<file path="config.mk">
export PLATFORM = sky130hd
export DESIGN_NAME = ddtp_top
export DESIGN_NICKNAME = d
export VERILOG_FILES = /design/src/ddtp_top.v /design/src/ddtp_gap_timer.v /design/src/ddtp_row_guard.v
export VERILOG_INCLUDE_DIRS = /design/src
export SDC_FILE = /design/constraint.sdc
export NUM_CORES = 1
export LEC_CHECK = 0
export ABC_AREA = 1
export BUFFER_PORTS_ARGS = -buffer_cell sky130_fd_sc_hd__buf_2
export CAP_MARGIN = 0
export CELL_PAD_IN_SITES_DETAIL_PLACEMENT = 2
export CELL_PAD_IN_SITES_GLOBAL_PLACEMENT = 2
export CORE_MARGIN = 4
export CORE_UTILIZATION = 35
export CTS_CLUSTER_DIAMETER = 80
export DETAILED_ROUTE_END_ITERATION = 6
export HOLD_SLACK_MARGIN = 0.06
export PLACE_DENSITY = 0.88
export SLEW_MARGIN = 20
export SYNTH_ARGS = -nofsm -noshare
export SYNTH_HDL_FRONTEND = slang
export SYNTH_SLANG_ARGS = --single-unit
</file>
<file path="constraint.sdc">
create_clock -name clk_i -period 5.7 [get_ports clk_i]
set_input_delay 1.14 -clock clk_i [delete_from_list [all_inputs] [get_ports clk_i]]
set_output_delay 1.14 -clock clk_i [all_outputs]
set_load 0.02 [all_outputs]
</file>
<file path="src/ddtp_defines.vh">
// constants for the second timing-parameter set of the sdram controller
// assumes a 10 mhz memory clock and a 32-bit apb register port
`ifndef DDTP_DEFINES_VH
`define DDTP_DEFINES_VH

// register byte offsets on apb
`define DDTP_OFF_MAIN_CFG     12'h000
`define DDTP_OFF_TIMING_TWO   12'h004
`define DDTP_OFF_CFG_TWO      12'h008
`define DDTP_OFF_STATUS       12'h00c

// main_config_reg fields
`define DDTP_MAIN_UNLOCK_BIT  0
`define DDTP_MAIN_BANKPOS_BIT 1
`define DDTP_MAIN_RESET       32'h00000000

// timing_params_two fields
`define DDTP_T2_RSVD_BIT      31
`define DDTP_T2_RASMAX_HI     30
`define DDTP_T2_RASMAX_LO     27
`define DDTP_T2_XP_HI         26
`define DDTP_T2_XP_LO         25
`define DDTP_T2_TERM_HI       24
`define DDTP_T2_TERM_LO       23
`define DDTP_T2_XSNR_HI       22
`define DDTP_T2_XSNR_LO       16
`define DDTP_T2_XSRD_HI       15
`define DDTP_T2_XSRD_LO       8
`define DDTP_T2_RTP_HI        7
`define DDTP_T2_RTP_LO        5
`define DDTP_T2_CKE_HI        4
`define DDTP_T2_CKE_LO        0
`define DDTP_T2_RESET         32'h4532a722
`define DDTP_T2_WMASK         32'h7fffffff

// config_reg_two fields
`define DDTP_C2_PARTIAL_REFRESH_SELECT_HI       18
`define DDTP_C2_PARTIAL_REFRESH_SELECT_LO       16
`define DDTP_C2_ROW_HI        2
`define DDTP_C2_ROW_LO        0
`define DDTP_C2_RESET         32'h00000000
`define DDTP_C2_WMASK         32'h00070007
`define DDTP_ROW_BITS_BASE    5'h09
`define DDTP_ROW_BITS_DEFAULT 5'h10

// command codes from the scheduler
`define DDTP_CMD_NOP          3'h0
`define DDTP_CMD_ACTIVATE     3'h1
`define DDTP_CMD_READ         3'h2
`define DDTP_CMD_WRITE        3'h3
`define DDTP_CMD_PRECHARGE    3'h4
`define DDTP_CMD_REFRESH      3'h5
`define DDTP_CMD_LOAD_MODE    3'h6

`define DDTP_NUM_BANKS        8
`define DDTP_GAP_W            8

`endif

</file>
<file path="src/ddtp_top.v">
// timing-parameter set two of the sdram controller, with apb registers
// assumes scheduler, refresh timer and power requests share clk_i
//
// The placing of the registers and register access over APB were decided locally.
`timescale 1ns/100ps
`include "ddtp_defines.vh"

// Functional notes
// - close open bank after programmed+1 refresh intervals
// - power-down exit: non-read waits programmed+1 cycles
// - termination lead field stored, no pin driven
// - self-refresh exit: non-read waits programmed+1 cycles
// - self-refresh exit: read waits programmed+1 cycles
// - read to precharge spacing programmed+1 cycles
// - clock-enable level held programmed+1 cycles minimum
// - config two applies only with bank position set
// - config two write starts sdram initialization
// - timing two writable only while unlock set
// - row width code n means n+9 bits
module ddtp_top (
  input  wire        clk_i,
  input  wire        rstn_i,
  // apb slave
  input  wire        psel_i,
  input  wire        penable_i,
  input  wire        pwrite_i,
  input  wire [11:0] paddr_i,
  input  wire [31:0] pwdata_i,
  output wire [31:0] prdata_o,
  output wire        pready_o,
  output wire        pslverr_o,
  // command request from the scheduler
  input  wire        cmd_valid_i,
  input  wire [2:0]  cmd_code_i,
  input  wire [2:0]  cmd_bank_i,
  output wire        cmd_ready_o,
  // issued command toward the sdram phy
  output wire        cmd_issue_o,
  output wire [2:0]  cmd_code_o,
  output wire [2:0]  cmd_bank_o,
  // low-power requests and clock enable
  input  wire        pd_req_i,
  input  wire        sr_req_i,
  output wire        mem_cke_o,
  // refresh interval tick from the refresh timer
  input  wire        refresh_tick_i,
  output wire [7:0]  force_pre_o,
  // addressing and init control
  output wire [2:0]  partial_refresh_select_o,
  output wire [4:0]  row_addr_bits_o,
  output wire        init_start_o
);

  // power states, one-hot
  localparam ST_ACTIVE = 3'b001;
  localparam ST_PDOWN  = 3'b010;
  localparam ST_SREF   = 3'b100;

  // address match, shared by read and write decode
  function match;
    input [11:0] addr;
    input [11:0] off;
    begin
      match = (addr[11:2] == off[11:2]);
    end
  endfunction

  // ---------------- register storage ----------------
  reg [31:0] main_config_reg;       // unlock and bank position bits
  reg [31:0] timing_params_two_reg; // second timing set
  reg [31:0] config_reg_two_reg;    // partial refresh and row width
  reg [31:0] prdata_reg;            // read data, captured in setup phase
  reg        init_start_reg;        // one-cycle init request

  wire wr_en  = psel_i && penable_i && pwrite_i;
  wire sel_mn = match(paddr_i, `DDTP_OFF_MAIN_CFG);
  wire sel_t2 = match(paddr_i, `DDTP_OFF_TIMING_TWO);
  wire sel_c2 = match(paddr_i, `DDTP_OFF_CFG_TWO);
  wire sel_st = match(paddr_i, `DDTP_OFF_STATUS);
  wire mapped = sel_mn || sel_t2 || sel_c2 || sel_st;

  wire timing_write_unlock  = main_config_reg[`DDTP_MAIN_UNLOCK_BIT];
  wire bank_position_select = main_config_reg[`DDTP_MAIN_BANKPOS_BIT];

  // timing fields
  wire [3:0] max_open_row_intervals = timing_params_two_reg[`DDTP_T2_RASMAX_HI:`DDTP_T2_RASMAX_LO];
  wire [1:0] pd_exit_delay          = timing_params_two_reg[`DDTP_T2_XP_HI:`DDTP_T2_XP_LO];
  wire [6:0] sr_nonread_delay       = timing_params_two_reg[`DDTP_T2_XSNR_HI:`DDTP_T2_XSNR_LO];
  wire [7:0] sr_read_delay          = timing_params_two_reg[`DDTP_T2_XSRD_HI:`DDTP_T2_XSRD_LO];
  wire [2:0] read_to_pre_delay      = timing_params_two_reg[`DDTP_T2_RTP_HI:`DDTP_T2_RTP_LO];
  wire [4:0] cke_min_hold           = timing_params_two_reg[`DDTP_T2_CKE_HI:`DDTP_T2_CKE_LO];

  // ---------------- apb write path ----------------
  // zero-wait slave; writes land at the access edge
  always @(posedge clk_i) begin
    if (!rstn_i) begin
      main_config_reg       <= `DDTP_MAIN_RESET;
      timing_params_two_reg <= `DDTP_T2_RESET;
      config_reg_two_reg    <= `DDTP_C2_RESET;
      init_start_reg        <= 1'b0;
    end else begin
      init_start_reg <= 1'b0;
      if (wr_en && sel_mn) begin
        main_config_reg <= {30'h00000000, pwdata_i[1:0]};
      end
      // locked writes are dropped without error
      if (wr_en && sel_t2 && timing_write_unlock) begin
        // reserved top bit is masked to zero; unused termination timing kept only as stored bits
        timing_params_two_reg <= pwdata_i & `DDTP_T2_WMASK;
      end
      if (wr_en && sel_c2) begin
        config_reg_two_reg <= pwdata_i & `DDTP_C2_WMASK;
        init_start_reg     <= 1'b1;
      end
    end
  end

  // ---------------- apb read path ----------------
  reg [2:0]  pstate_reg;   // power state
  reg        cke_reg;      // memory clock enable
  wire [7:0] open_banks;   // banks holding a row

  // data captured in the setup cycle so it is a flop in access
  always @(posedge clk_i) begin
    if (!rstn_i) begin
      prdata_reg <= 32'h00000000;
    end else if (psel_i && !penable_i && !pwrite_i) begin
      if (sel_mn) begin
        prdata_reg <= main_config_reg;
      end else if (sel_t2) begin
        prdata_reg <= timing_params_two_reg;
      end else if (sel_c2) begin
        prdata_reg <= config_reg_two_reg;
      end else if (sel_st) begin
        prdata_reg <= {8'h00, force_pre_o, open_banks, 4'h0, pstate_reg, cke_reg};
      end else begin
        prdata_reg <= 32'h00000000;
      end
    end
  end

  assign prdata_o  = prdata_reg;
  assign pready_o  = 1'b1;
  assign pslverr_o = psel_i && penable_i && !mapped;

  // ---------------- addressing outputs ----------------
  // without special addressing the defaults stand
  assign partial_refresh_select_o = bank_position_select ?
    config_reg_two_reg[`DDTP_C2_PARTIAL_REFRESH_SELECT_HI:`DDTP_C2_PARTIAL_REFRESH_SELECT_LO] : 3'h0;
  assign row_addr_bits_o = bank_position_select ?
    ({2'b00, config_reg_two_reg[`DDTP_C2_ROW_HI:`DDTP_C2_ROW_LO]} + `DDTP_ROW_BITS_BASE)
    : `DDTP_ROW_BITS_DEFAULT;
  assign init_start_o = init_start_reg;

  // ---------------- clock enable and power states ----------------
  wire cke_ok;      // clock enable may change
  wire pd_ok;       // power-down exit gap over
  wire sr_nr_ok;    // self-refresh exit gap for non-reads over
  wire sr_rd_ok;    // self-refresh exit gap for reads over
  wire rtp_ok;      // read-to-precharge gap over
  wire want_low = pd_req_i || sr_req_i;
  reg  cke_fall;    // this cycle drops clock enable
  reg  cke_rise;    // this cycle raises clock enable
  reg  [2:0] pstate_next;

  // entry and exit wait on the hold timer so no cke level is short
  always @* begin
    cke_fall    = 1'b0;
    cke_rise    = 1'b0;
    pstate_next = pstate_reg;
    case (pstate_reg)
      ST_ACTIVE: begin
        if (want_low && cke_ok && !cmd_valid_i) begin
          cke_fall    = 1'b1;
          pstate_next = sr_req_i ? ST_SREF : ST_PDOWN;
        end
      end
      ST_PDOWN, ST_SREF: begin
        if (!want_low && cke_ok) begin
          cke_rise    = 1'b1;
          pstate_next = ST_ACTIVE;
        end
      end
      default: begin
        pstate_next = ST_ACTIVE;
      end
    endcase
  end

  always @(posedge clk_i) begin
    if (!rstn_i) begin
      pstate_reg <= ST_ACTIVE;
      cke_reg    <= 1'b1;
    end else begin
      pstate_reg <= pstate_next;
      if (cke_fall) begin
        cke_reg <= 1'b0;
      end else if (cke_rise) begin
        cke_reg <= 1'b1;
      end
    end
  end

  assign mem_cke_o = cke_reg;

  wire pd_exit = cke_rise && pstate_reg[1];
  wire sr_exit = cke_rise && pstate_reg[2];

  // ---------------- command gating ----------------
  wire is_read = (cmd_code_i == `DDTP_CMD_READ);
  wire is_pre  = (cmd_code_i == `DDTP_CMD_PRECHARGE);
  wire is_act  = (cmd_code_i == `DDTP_CMD_ACTIVATE);

  // reads skip the power-down and non-read gaps, others wait for them
  assign cmd_ready_o = pstate_reg[0] && !cke_fall &&
                       (is_read ? sr_rd_ok
                                : (pd_ok && sr_nr_ok && (!is_pre || rtp_ok)));
  wire cmd_fire = cmd_valid_i && cmd_ready_o;

  // issued command registered toward the phy
  reg       issue_reg;
  reg [2:0] code_reg;
  reg [2:0] bank_reg;
  always @(posedge clk_i) begin
    if (!rstn_i) begin
      issue_reg <= 1'b0;
      code_reg  <= `DDTP_CMD_NOP;
      bank_reg  <= 3'h0;
    end else begin
      issue_reg <= cmd_fire;
      code_reg  <= cmd_fire ? cmd_code_i : `DDTP_CMD_NOP;
      bank_reg  <= cmd_fire ? cmd_bank_i : bank_reg;
    end
  end

  assign cmd_issue_o = issue_reg;
  assign cmd_code_o  = code_reg;
  assign cmd_bank_o  = bank_reg;

  // ---------------- spacing timers ----------------
  // each gap reloads on its trigger event; both self-refresh gaps share sr_exit
  ddtp_gap_timer u_pd_exit (
    .clk_i   (clk_i),
    .rstn_i  (rstn_i),
    .start_i (pd_exit),
    .value_i ({6'h00, pd_exit_delay}),
    .ok_o    (pd_ok)
  );

  ddtp_gap_timer u_sr_nonread (
    .clk_i   (clk_i),
    .rstn_i  (rstn_i),
    .start_i (sr_exit),
    .value_i ({1'b0, sr_nonread_delay}),
    .ok_o    (sr_nr_ok)
  );

  ddtp_gap_timer u_sr_read (
    .clk_i   (clk_i),
    .rstn_i  (rstn_i),
    .start_i (sr_exit),
    .value_i (sr_read_delay),
    .ok_o    (sr_rd_ok)
  );

  // last read restarts the precharge gap
  ddtp_gap_timer u_read_pre (
    .clk_i   (clk_i),
    .rstn_i  (rstn_i),
    .start_i (cmd_fire && is_read),
    .value_i ({5'h00, read_to_pre_delay}),
    .ok_o    (rtp_ok)
  );

  // any cke edge restarts the minimum level time
  ddtp_gap_timer u_cke_hold (
    .clk_i   (clk_i),
    .rstn_i  (rstn_i),
    .start_i (cke_fall || cke_rise),
    .value_i ({3'h0, cke_min_hold}),
    .ok_o    (cke_ok)
  );

  // ---------------- open-row limit ----------------
  wire [7:0] bank_onehot = 8'h01 << cmd_bank_i;
  wire [7:0] act_vec = (cmd_fire && is_act) ? bank_onehot : 8'h00;
  wire [7:0] pre_vec = (cmd_fire && is_pre) ? bank_onehot : 8'h00;

  // scheduler must precharge any bank flagged here
  ddtp_row_guard u_row_guard (
    .clk_i                    (clk_i),
    .rstn_i                   (rstn_i),
    .act_i                    (act_vec),
    .pre_i                    (pre_vec),
    .refresh_tick_i           (refresh_tick_i),
    .max_open_row_intervals_i (max_open_row_intervals),
    .open_o                   (open_banks),
    .force_pre_o              (force_pre_o)
  );

endmodule

</file>
<file path="src/ddtp_gap_timer.v">
// minimum-spacing down counter for one timing constraint
// assumes start_i is a one-cycle pulse on the same clock
`timescale 1ns/100ps
`include "ddtp_defines.vh"

module ddtp_gap_timer (
  input  wire                    clk_i,
  input  wire                    rstn_i,
  input  wire                    start_i,
  input  wire [`DDTP_GAP_W-1:0]  value_i,
  output wire                    ok_o
);

  reg [`DDTP_GAP_W-1:0] cnt_reg;   // cycles still blocked
  reg [`DDTP_GAP_W-1:0] cnt_next;

  // reload on trigger, else count down to zero
  always @* begin
    cnt_next = cnt_reg;
    if (start_i) begin
      cnt_next = value_i;
    end else if (cnt_reg != {`DDTP_GAP_W{1'b0}}) begin
      cnt_next = cnt_reg - 8'h01;
    end
  end

  always @(posedge clk_i) begin
    if (!rstn_i) begin
      cnt_reg <= {`DDTP_GAP_W{1'b0}};
    end else begin
      cnt_reg <= cnt_next;
    end
  end

  // value cycles blocked after the reload edge, giving value+1 spacing;
  // no start_i term: the triggers come from ok_o and would close a comb loop
  assign ok_o = (cnt_reg == {`DDTP_GAP_W{1'b0}});

endmodule

</file>
<file path="src/ddtp_row_guard.v">
// per-bank watch on how many refresh intervals a row stays open
// assumes activate/precharge strobes and refresh ticks on the same clock
`timescale 1ns/100ps
`include "ddtp_defines.vh"

module ddtp_row_guard (
  input  wire                       clk_i,
  input  wire                       rstn_i,
  input  wire [`DDTP_NUM_BANKS-1:0] act_i,
  input  wire [`DDTP_NUM_BANKS-1:0] pre_i,
  input  wire                       refresh_tick_i,
  input  wire [3:0]                 max_open_row_intervals_i,
  output wire [`DDTP_NUM_BANKS-1:0] open_o,
  output wire [`DDTP_NUM_BANKS-1:0] force_pre_o
);

  genvar b;
  generate
    for (b = 0; b < `DDTP_NUM_BANKS; b = b + 1) begin : g_bank
      reg       open_reg;   // bank holds an open row
      reg [4:0] ivl_reg;    // refresh intervals seen since activate

      // precharge closes, activate restarts the interval count
      always @(posedge clk_i) begin
        if (!rstn_i) begin
          open_reg <= 1'b0;
          ivl_reg  <= 5'h00;
        end else if (act_i[b]) begin
          open_reg <= 1'b1;
          ivl_reg  <= 5'h00;
        end else if (pre_i[b]) begin
          open_reg <= 1'b0;
        end else if (open_reg && refresh_tick_i && ivl_reg != 5'h1f) begin
          ivl_reg <= ivl_reg + 5'h01;
        end
      end

      assign open_o[b] = open_reg;
      // close once programmed+1 intervals have elapsed
      assign force_pre_o[b] = open_reg && (ivl_reg >= ({1'b0, max_open_row_intervals_i} + 5'h01));
    end
  endgenerate

endmodule

</file>
==> results of run 1 <==
[per-stage QoR]
stage | cells | hold WS (ns)
finish | 1671 | 0.4663
global route | 1671 | 0.4887
CTS | 1671 | 0.4705
detailed placement | 1639 | 0.4605
global placement | 1639 | 0.4444
floorplan | 1227 | 0.4245
[logic make-up after synthesis]
family,count (synthesis)
xor gates and xnor gates,43
buffers and inverters,192
adders and majority gates,52
and+or+nand+nor,540
other,2
DFF,170
AOI/OAI and AO/OA,228
[power by group]
part | internal (mW) | leakage [nW] | switching, mW | total [mW]
sequential | 1.32 | 1.38 | 0.101 | 1.42
combinational | 0.375 | 2.85 | 0.701 | 1.08
clock | 0.630 | 0.285 | 0.537 | 1.17
[layout by cell type, fill, tap and decap left out, types with 5 or more instances in the layout]
cell,count
a211oi_1,5
a21boi_0,8
a21oi_1,134
buf_2,113
buf_4,6
clkbuf_16,17
clkinv_4,5
dfxtp_1,170
ha_1,52
inv_1,157
nand2_1,272
nand2_4,6
nand3_1,82
nand3_4,5
nand3b_1,14
nand4_1,7
nor2_1,111
nor3_1,30
o211ai_1,17
o21ai_0,40
o22ai_1,8
or2_2,5
xnor2_1,7
xor2_1,34
[layout make-up]
cell class	instances	area, sq um	area share
clock inverter	12	115.1	0.01116
clock buffer	20	456.7	0.04427
timing repair buffer	119	610.6	0.05919
tap	324	405.4	0.03930
inverter	161	604.3	0.05859
sequential	170	3403	0.3299
multi-input combinational	865	4720	0.4575
[worst reg2reg max path, cell delays in order, from the launching register on]
cell     delay (ns)
dfxtp_1        0.33
inv_1          0.14
ha_1           0.17
inv_1          0.04
nor2_1         0.08
nand4_1        0.29
nand2_1        0.21
nand2_1        0.08
nand2_1        0.11
nand3_1        0.10
nor2_2         0.86
nand3_1        0.51
nand2_1        0.33
inv_1          0.09
nor2_1         0.12
nor2_1         0.06
[metal layers]
| metal | global-route usage | vias to the layer above |
|---|---|---|
| li1 | - | 4225 |
| met1 | 0.2923 | 4453 |
| met2 | 0.4359 | 168 |
| met3 | 0.03437 | 49 |
| met4 | 0.07684 | 0 |
| met5 | 0 | - |
[worst max-delay path by stage]
stage,endpoint,slack [ns],depth (start not counted)
after floorplan,cmd_ready_o,2.46,7
after global placement,u_row_guard.g_bank[7].ivl_reg[4]$_SDFFE_PP0P_,1.82,11
after detailed placement,u_row_guard.g_bank[7].ivl_reg[4]$_SDFFE_PP0P_,1.70,11
after CTS,force_pre_o[5],1.59,9
after global routing,force_pre_o[5],1.45,9
final,force_pre_o[5],1.61,9
==> impl_results.md, run 1 <==
- Vias in the first global route: 9,938
- Number of synthesized flops with an enable pin: 0
- Met2 WL: around 17,000 um
- Measured slew at the worst slew-check pin: 1.139 ns
- Area contributors post-synth: dfxtp_1 38%, nand2_1 12%, a21oi_1 7.6%
- Worst Hold End: prdata_o[26]$_SDFFE_PN0P_
- Setup crit start: timing_params_two_reg[28]$_SDFFE_PN0P_
- Total gr overflow: 0
- Max reg flops: 40
- Crit path max-delay family: compound AO/OA/AOI/OAI gates
- Worst slew margin: 0.2401
- Seq/Total Area, Yosys: 0.3843
- Worst R2R Setup Slack: around 2.1 ns
- Multiplexer share of the synthesized area: 0
- Commonest register cell after synthesis: dfxtp_1
- Chip width: about 170 um
- Maxcap violations: 0
- Port-buffer cells: between 100 and 150
- Arr. time, crit path: about 3 ns
- Compound-Gate Fraction of Synth Area: 0.1436
- Post-synth top cells: 272 x nand2_1, 170 x dfxtp_1, 157 x inv_1
- DR pass1 iterations: 5
- Antenna diode count: 0
- Post-CTS sizing: 0
- Critical Path Fanout Max: 8
- Fill count: approximately 2,900
- Dpl ws: approximately 1.7 ns
- DIE AREA: 0.02791 sq mm
- Hold Path Class: flip-flop to flip-flop
- First-pass GRT wire length: between 50,000 and 60,000 um
- Via count: 8,895
- Die height: around 170 um
- R2R depth: 15
- Crit Path Class: flip-flop to output pin
- Post-synthesis register bit count: between 150 and 200
- CTS buffer count: 17
- Delay of the slowest critical-path stage: 0.38 ns
- DR DRC count: 0
- Final Max Tran Viols: 0
- Total Neg Setup Slack: 0 ns
- Core area: roughly 0.025 sq mm
- DRT iter0 DRCs: between 400 and 500
- CTS root buffer: clkbuf_16
- Simple-gate share of the synthesized area: 0.2709
- Leak Pwr: 4.514 nW
- Post-Synth Adder-Cell Area: 0.07348
- H-tree depth: 4
- Post-DP HPWL: 23,260 um
- Share of post-route cells with drive strength above 1: 0.1299
- Initial antenna violation count: 0
- Period utilization: 0.7175
- Cell Area, Placed: ~0.0097 sq mm
- CP Launch Type: flip-flop
- Clk slew on worst S/H paths: around 0.070 ns
- Net Count, Synth: about 1,300
- Placer Congestion: ~0.8
- Wire length per cell: around 20 um
- Synth area leader: dfxtp_1
- Worst r2r dst: u_row_guard.g_bank[7].ivl_reg[4]$_SDFFE_PP0P_
- CTS tree: done
- Post-route ant nets: 0
- Cell count after synthesis: about 1,200
- Top-count cell post-synth: nand2_1
- WL final: 33,940 um
- Syn. warnings: 0
- Count of different cell masters after synthesis: 41
- Initial Util: 0.3599
- M1 wire length: 14,600 um
- Layout Nets: 1,445
- WHS Path Cells: 2
- I/O pin count: about 120
- Critical Path, Cell by Cell: ha_1, inv_1, ha_1, a21boi_0, o22ai_1, o211ai_1, o211ai_1, a21oi_1, buf_2
- Critical Path End Type: output pin
- Clock Path Buffers: 2
- Final WS setup: 1.610 ns
- Avg Inst Size Synth: around 7.2 sq um
- Post-CTS setup buffer count: 0
- Critical path's slowest cell: ha_1
- Met3 wire len: about 1300 um
- Synth Area in XOR/XNOR: 0.04253
- Mapped Area: ~0.0089 sq mm
- Minimum clock period: 4.090 ns
- Clk Latency, worst-skew pair: roughly 0.45 ns
- Peak VDD IR: ~0.17 mV
- Largest net degree at the start of global routing: between 50 and 60
- Synth top area share: 0.3843
- Total track usage: 0.2403
- Top sig layer: met4
- Layout area overhead: 16.49%
- Required time worst endpoint: between 4 and 5 ns
- Final Cell Area: between 0.01 and 0.015 sq mm
- Synth async-reset ratio: 0
- Post-route clock skew: ~0.011 ns
- RSZ-0062 raised after global routing: false
- Final hold violation count: 0
- Setup violators final: 0
- Power, Total: 3.660 mW
- Largest family of logic cells by synthesized area: simple AND/OR/NAND/NOR gates
- Pwr/cell area: between 300 and 400 mW/mm^2
- Max Freq: 244.5 MHz
- WP buf/inv: 2
- Worst Hold Launch: prdata_o[26]$_SDFFE_PN0P_
- Clock sinks: 170
- Worst reg2reg startpoint: u_read_pre.cnt_reg[0]$_SDFFE_PN0P_
- Vias per inst: ~5.3
- Row count: between 50 and 60
- Status: complete, no violations
- Final core occ: 0.4192
- Hold-fix buffers, CTS: 0
(Power assumes the default switching activity.)
==> run 2, diff against run 1 <==
--- a/config.mk
+++ b/config.mk
@@ -12,11 +12,11 @@
 export CELL_PAD_IN_SITES_DETAIL_PLACEMENT = 2
 export CELL_PAD_IN_SITES_GLOBAL_PLACEMENT = 2
 export CORE_MARGIN = 4
-export CORE_UTILIZATION = 35
+export CORE_UTILIZATION = 30
 export CTS_CLUSTER_DIAMETER = 80
 export DETAILED_ROUTE_END_ITERATION = 6
 export HOLD_SLACK_MARGIN = 0.06
-export PLACE_DENSITY = 0.88
+export PLACE_DENSITY = 0.8
 export SLEW_MARGIN = 20
 export SYNTH_ARGS = -nofsm -noshare
 export SYNTH_HDL_FRONTEND = slang
==> constraint.sdc (replaced) <==
create_clock -name clk_i -period 3.7 [get_ports clk_i]
set_input_delay 0.74 -clock clk_i [delete_from_list [all_inputs] [get_ports clk_i]]
set_output_delay 0.74 -clock clk_i [all_outputs]
set_load 0.02 [all_outputs]
==> impl_results.md, run 2 (synthesis gave the netlist of run 1 again) <==
- Setup violators final: 0 (unchanged)
- Share of post-route cells with drive strength above 1: 0.1381 (was 0.1299)
- DR pass1 iterations: 5 (unchanged)
- Vias per inst: 5.011 (was 5.323)
- DRT iter0 DRCs: 363 (was 459)
- Port-buffer cells: 113 (unchanged)
- Antenna diode count: 0 (unchanged)
- Min Hold Slack: 0.4626 ns (was 0.4663 ns)
- Reg area: 0.003403 sq mm (unchanged)
- Critical Path Fanout Max: 10 (was 8)
- DIE AREA: 0.03233 sq mm (was 0.02791 sq mm)
- Maxcap violations: 0 (unchanged)
- Hold Path Class: flip-flop to flip-flop (unchanged)
- Most frequent cells in the layout: 272 x nand2_1, 170 x dfxtp_1, 157 x inv_1, 134 x a21oi_1, 113 x buf_2 (unchanged)
- Post-DP HPWL: 23,280 um (was 23,260 um)
- Core area: 0.02894 sq mm (was 0.02460 sq mm)
- Worst slew margin: 0.4077 (was 0.2401)
- Total gr overflow: 0 (unchanged)
- Leak Pwr: 4.559 nW (was 4.514 nW)
- I/O pin count: 119 (unchanged)
- Post-route clock skew: 0.01601 ns (was 0.01053 ns)
- Clock Path Buffers: 2 (unchanged)
- Cell Area, Placed: 0.009918 sq mm (was 0.009736 sq mm)
- CTS root buffer: clkbuf_16 (unchanged)
- Crit Path Class: flip-flop to output pin (unchanged)
- WL final: 31,460 um (was 33,940 um)
- DR DRC count: 0 (unchanged)
- Largest net degree at the start of global routing: 52 (unchanged)
- Required time worst endpoint: 2.96 ns (was 4.56 ns)
- Post-route ant nets: 0 (unchanged)
- Minimum clock period: between 3 and 4 ns
- Final core occ: 0.3629 (was 0.4192)
- Vias in the first global route: 9,299 (was 9,938)
- Clk Latency, worst-skew pair: 0.44 ns (was 0.45 ns)
- Placer Congestion: 0.8251 (was 0.8100)
- Clk slew on worst S/H paths: 0.06 ns (was 0.07 ns)
- RSZ-0062 raised after global routing: false (unchanged)
- Period utilization: 0.9583
- Measured slew at the worst slew-check pin: 0.8816 ns (was 1.139 ns)
- First-pass GRT wire length: 50,470 um (was 53,880 um)
- Final hold violation count: 0 (unchanged)
- Peak VDD IR: 0.3135 mV (was 0.1745 mV)
- Arr. time, crit path: 2.81 ns (was 2.95 ns)
- Commonest non-fill, non-tap cell in the layout: nand2_1 (unchanged)
- Clock sinks: 170 (unchanged)
- Layout area overhead: 18.60% (was 16.49%)
- Final Max Tran Viols: 0 (unchanged)
- Total Neg Setup Slack: 0 ns (unchanged)
- Critical Path End Type: output pin (unchanged)
- CP Launch Type: flip-flop (unchanged)
- Status: complete, no violations (unchanged)
- Via count: 8,745 (was 8,895)
- Initial antenna violation count: 2 (was 0)
- H-tree depth: 4 (unchanged)
- Final Cell Area: 0.01050 sq mm (was 0.01031 sq mm)
- Max Freq: between 200 and 300 MHz
- Area of the multi-input gates: 0.004710 sq mm (was 0.004720 sq mm)
- CTS tree: done (unchanged)
- Layout Nets: 1,459 (was 1,445)
- Hold-fix buffers, CTS: 0 (unchanged)
- Row count: 62 (was 57)
- Chip width: 179.8 um (was 167.1 um)
- Max reg flops: 40 (unchanged)
- CTS buffer count: 17 (unchanged)
- Die height: 179.8 um (was 167.1 um)
- Pwr/cell area: 527.8 mW/mm^2 (was 354.8 mW/mm^2)
- Fill count: 3,495 (was 2,931)
- Initial Util: 0.3060 (was 0.3599)
- Wire length per cell: 18.03 um (was 20.31 um)
- Total track usage: 0.1908 (was 0.2403)
==> run 2: repair_timing <==
item                                    in CTS  in global routing
setup buffers                                0                  1
endpoints found under the setup margin       0                  4
resized for setup                            0                  1
hold endpoints to repair                     0                  0
==> run 2: area by class of cell <==
class                           instances  area share
Multi-Input combinational cell        865      0.4485
Tap cell                              384     0.04575
Clock inverter                         11     0.01060
Sequential cell                       170      0.3241
Clock buffer                           21     0.04385
Inverter                              161     0.05791
Timing Repair Buffer                  133     0.06934
==> run 2: per-layer routing <==
| metal | up-vias | track usage | routed length (um) |
|---|---|---|---|
| li1 | 4254 | - | - |
| met1 | 4323 | 0.2435 | 14550 |
| met2 | 130 | 0.3361 | 15520 |
| met3 | 34 | 0.02991 | 833 |
| met4 | 4 | 0.04998 | 540 |
| met5 | - | 0 | 15 |
==> run 2: worst paths after layout <==
kind / startpoint / end / slack, ns / depth (start not counted)
worst min register to register: u_row_guard.g_bank[3].open_reg$_SDFFE_PN0P_ / u_row_guard.g_bank[3].open_reg$_SDFFE_PN0P_ / 0.46 / 2
worst max-delay path: timing_params_two_reg[28]$_SDFFE_PN0P_ / force_pre_o[4] / 0.15 / 9
worst min-delay path: u_row_guard.g_bank[3].open_reg$_SDFFE_PN0P_ / u_row_guard.g_bank[3].open_reg$_SDFFE_PN0P_ / 0.46 / 2
worst max register to register: u_sr_nonread.cnt_reg[0]$_SDFFE_PN0P_ / u_row_guard.g_bank[6].ivl_reg[4]$_SDFFE_PP0P_ / 0.77 / 15
==> run 2: where the power goes <==
| part | switching, mW | internal, mW | leakage [nW] |
|---|---|---|---|
| Clock | 0.826 | 0.973 | 0.263 |
| Combinational | 0.985 | 0.589 | 2.92 |
| Sequential | 0.142 | 2.03 | 1.38 |
==> run 2: metrics by stage <==
stage                     cells  setup slack (ns)  total power, mW
after detailed placement   1712            0.6355            3.771
final                      1745            0.1541            5.543
after floorplan            1227             1.183            3.336
after CTS                  1744           0.08834            5.621
after global routing       1745          0.009072            5.934
after global placement     1712            0.6951            3.684
==> run 2: worst max-delay path, stage by stage (launching register included) <==
cell	delay [ns]
dfxtp_1	0.43
ha_1	0.26
nand2_1	0.10
nand2_1	0.36
clkinvlp_4	0.36
o22ai_1	0.24
o211ai_1	0.12
o211ai_1	0.14
a21oi_1	0.16
buf_2	0.19
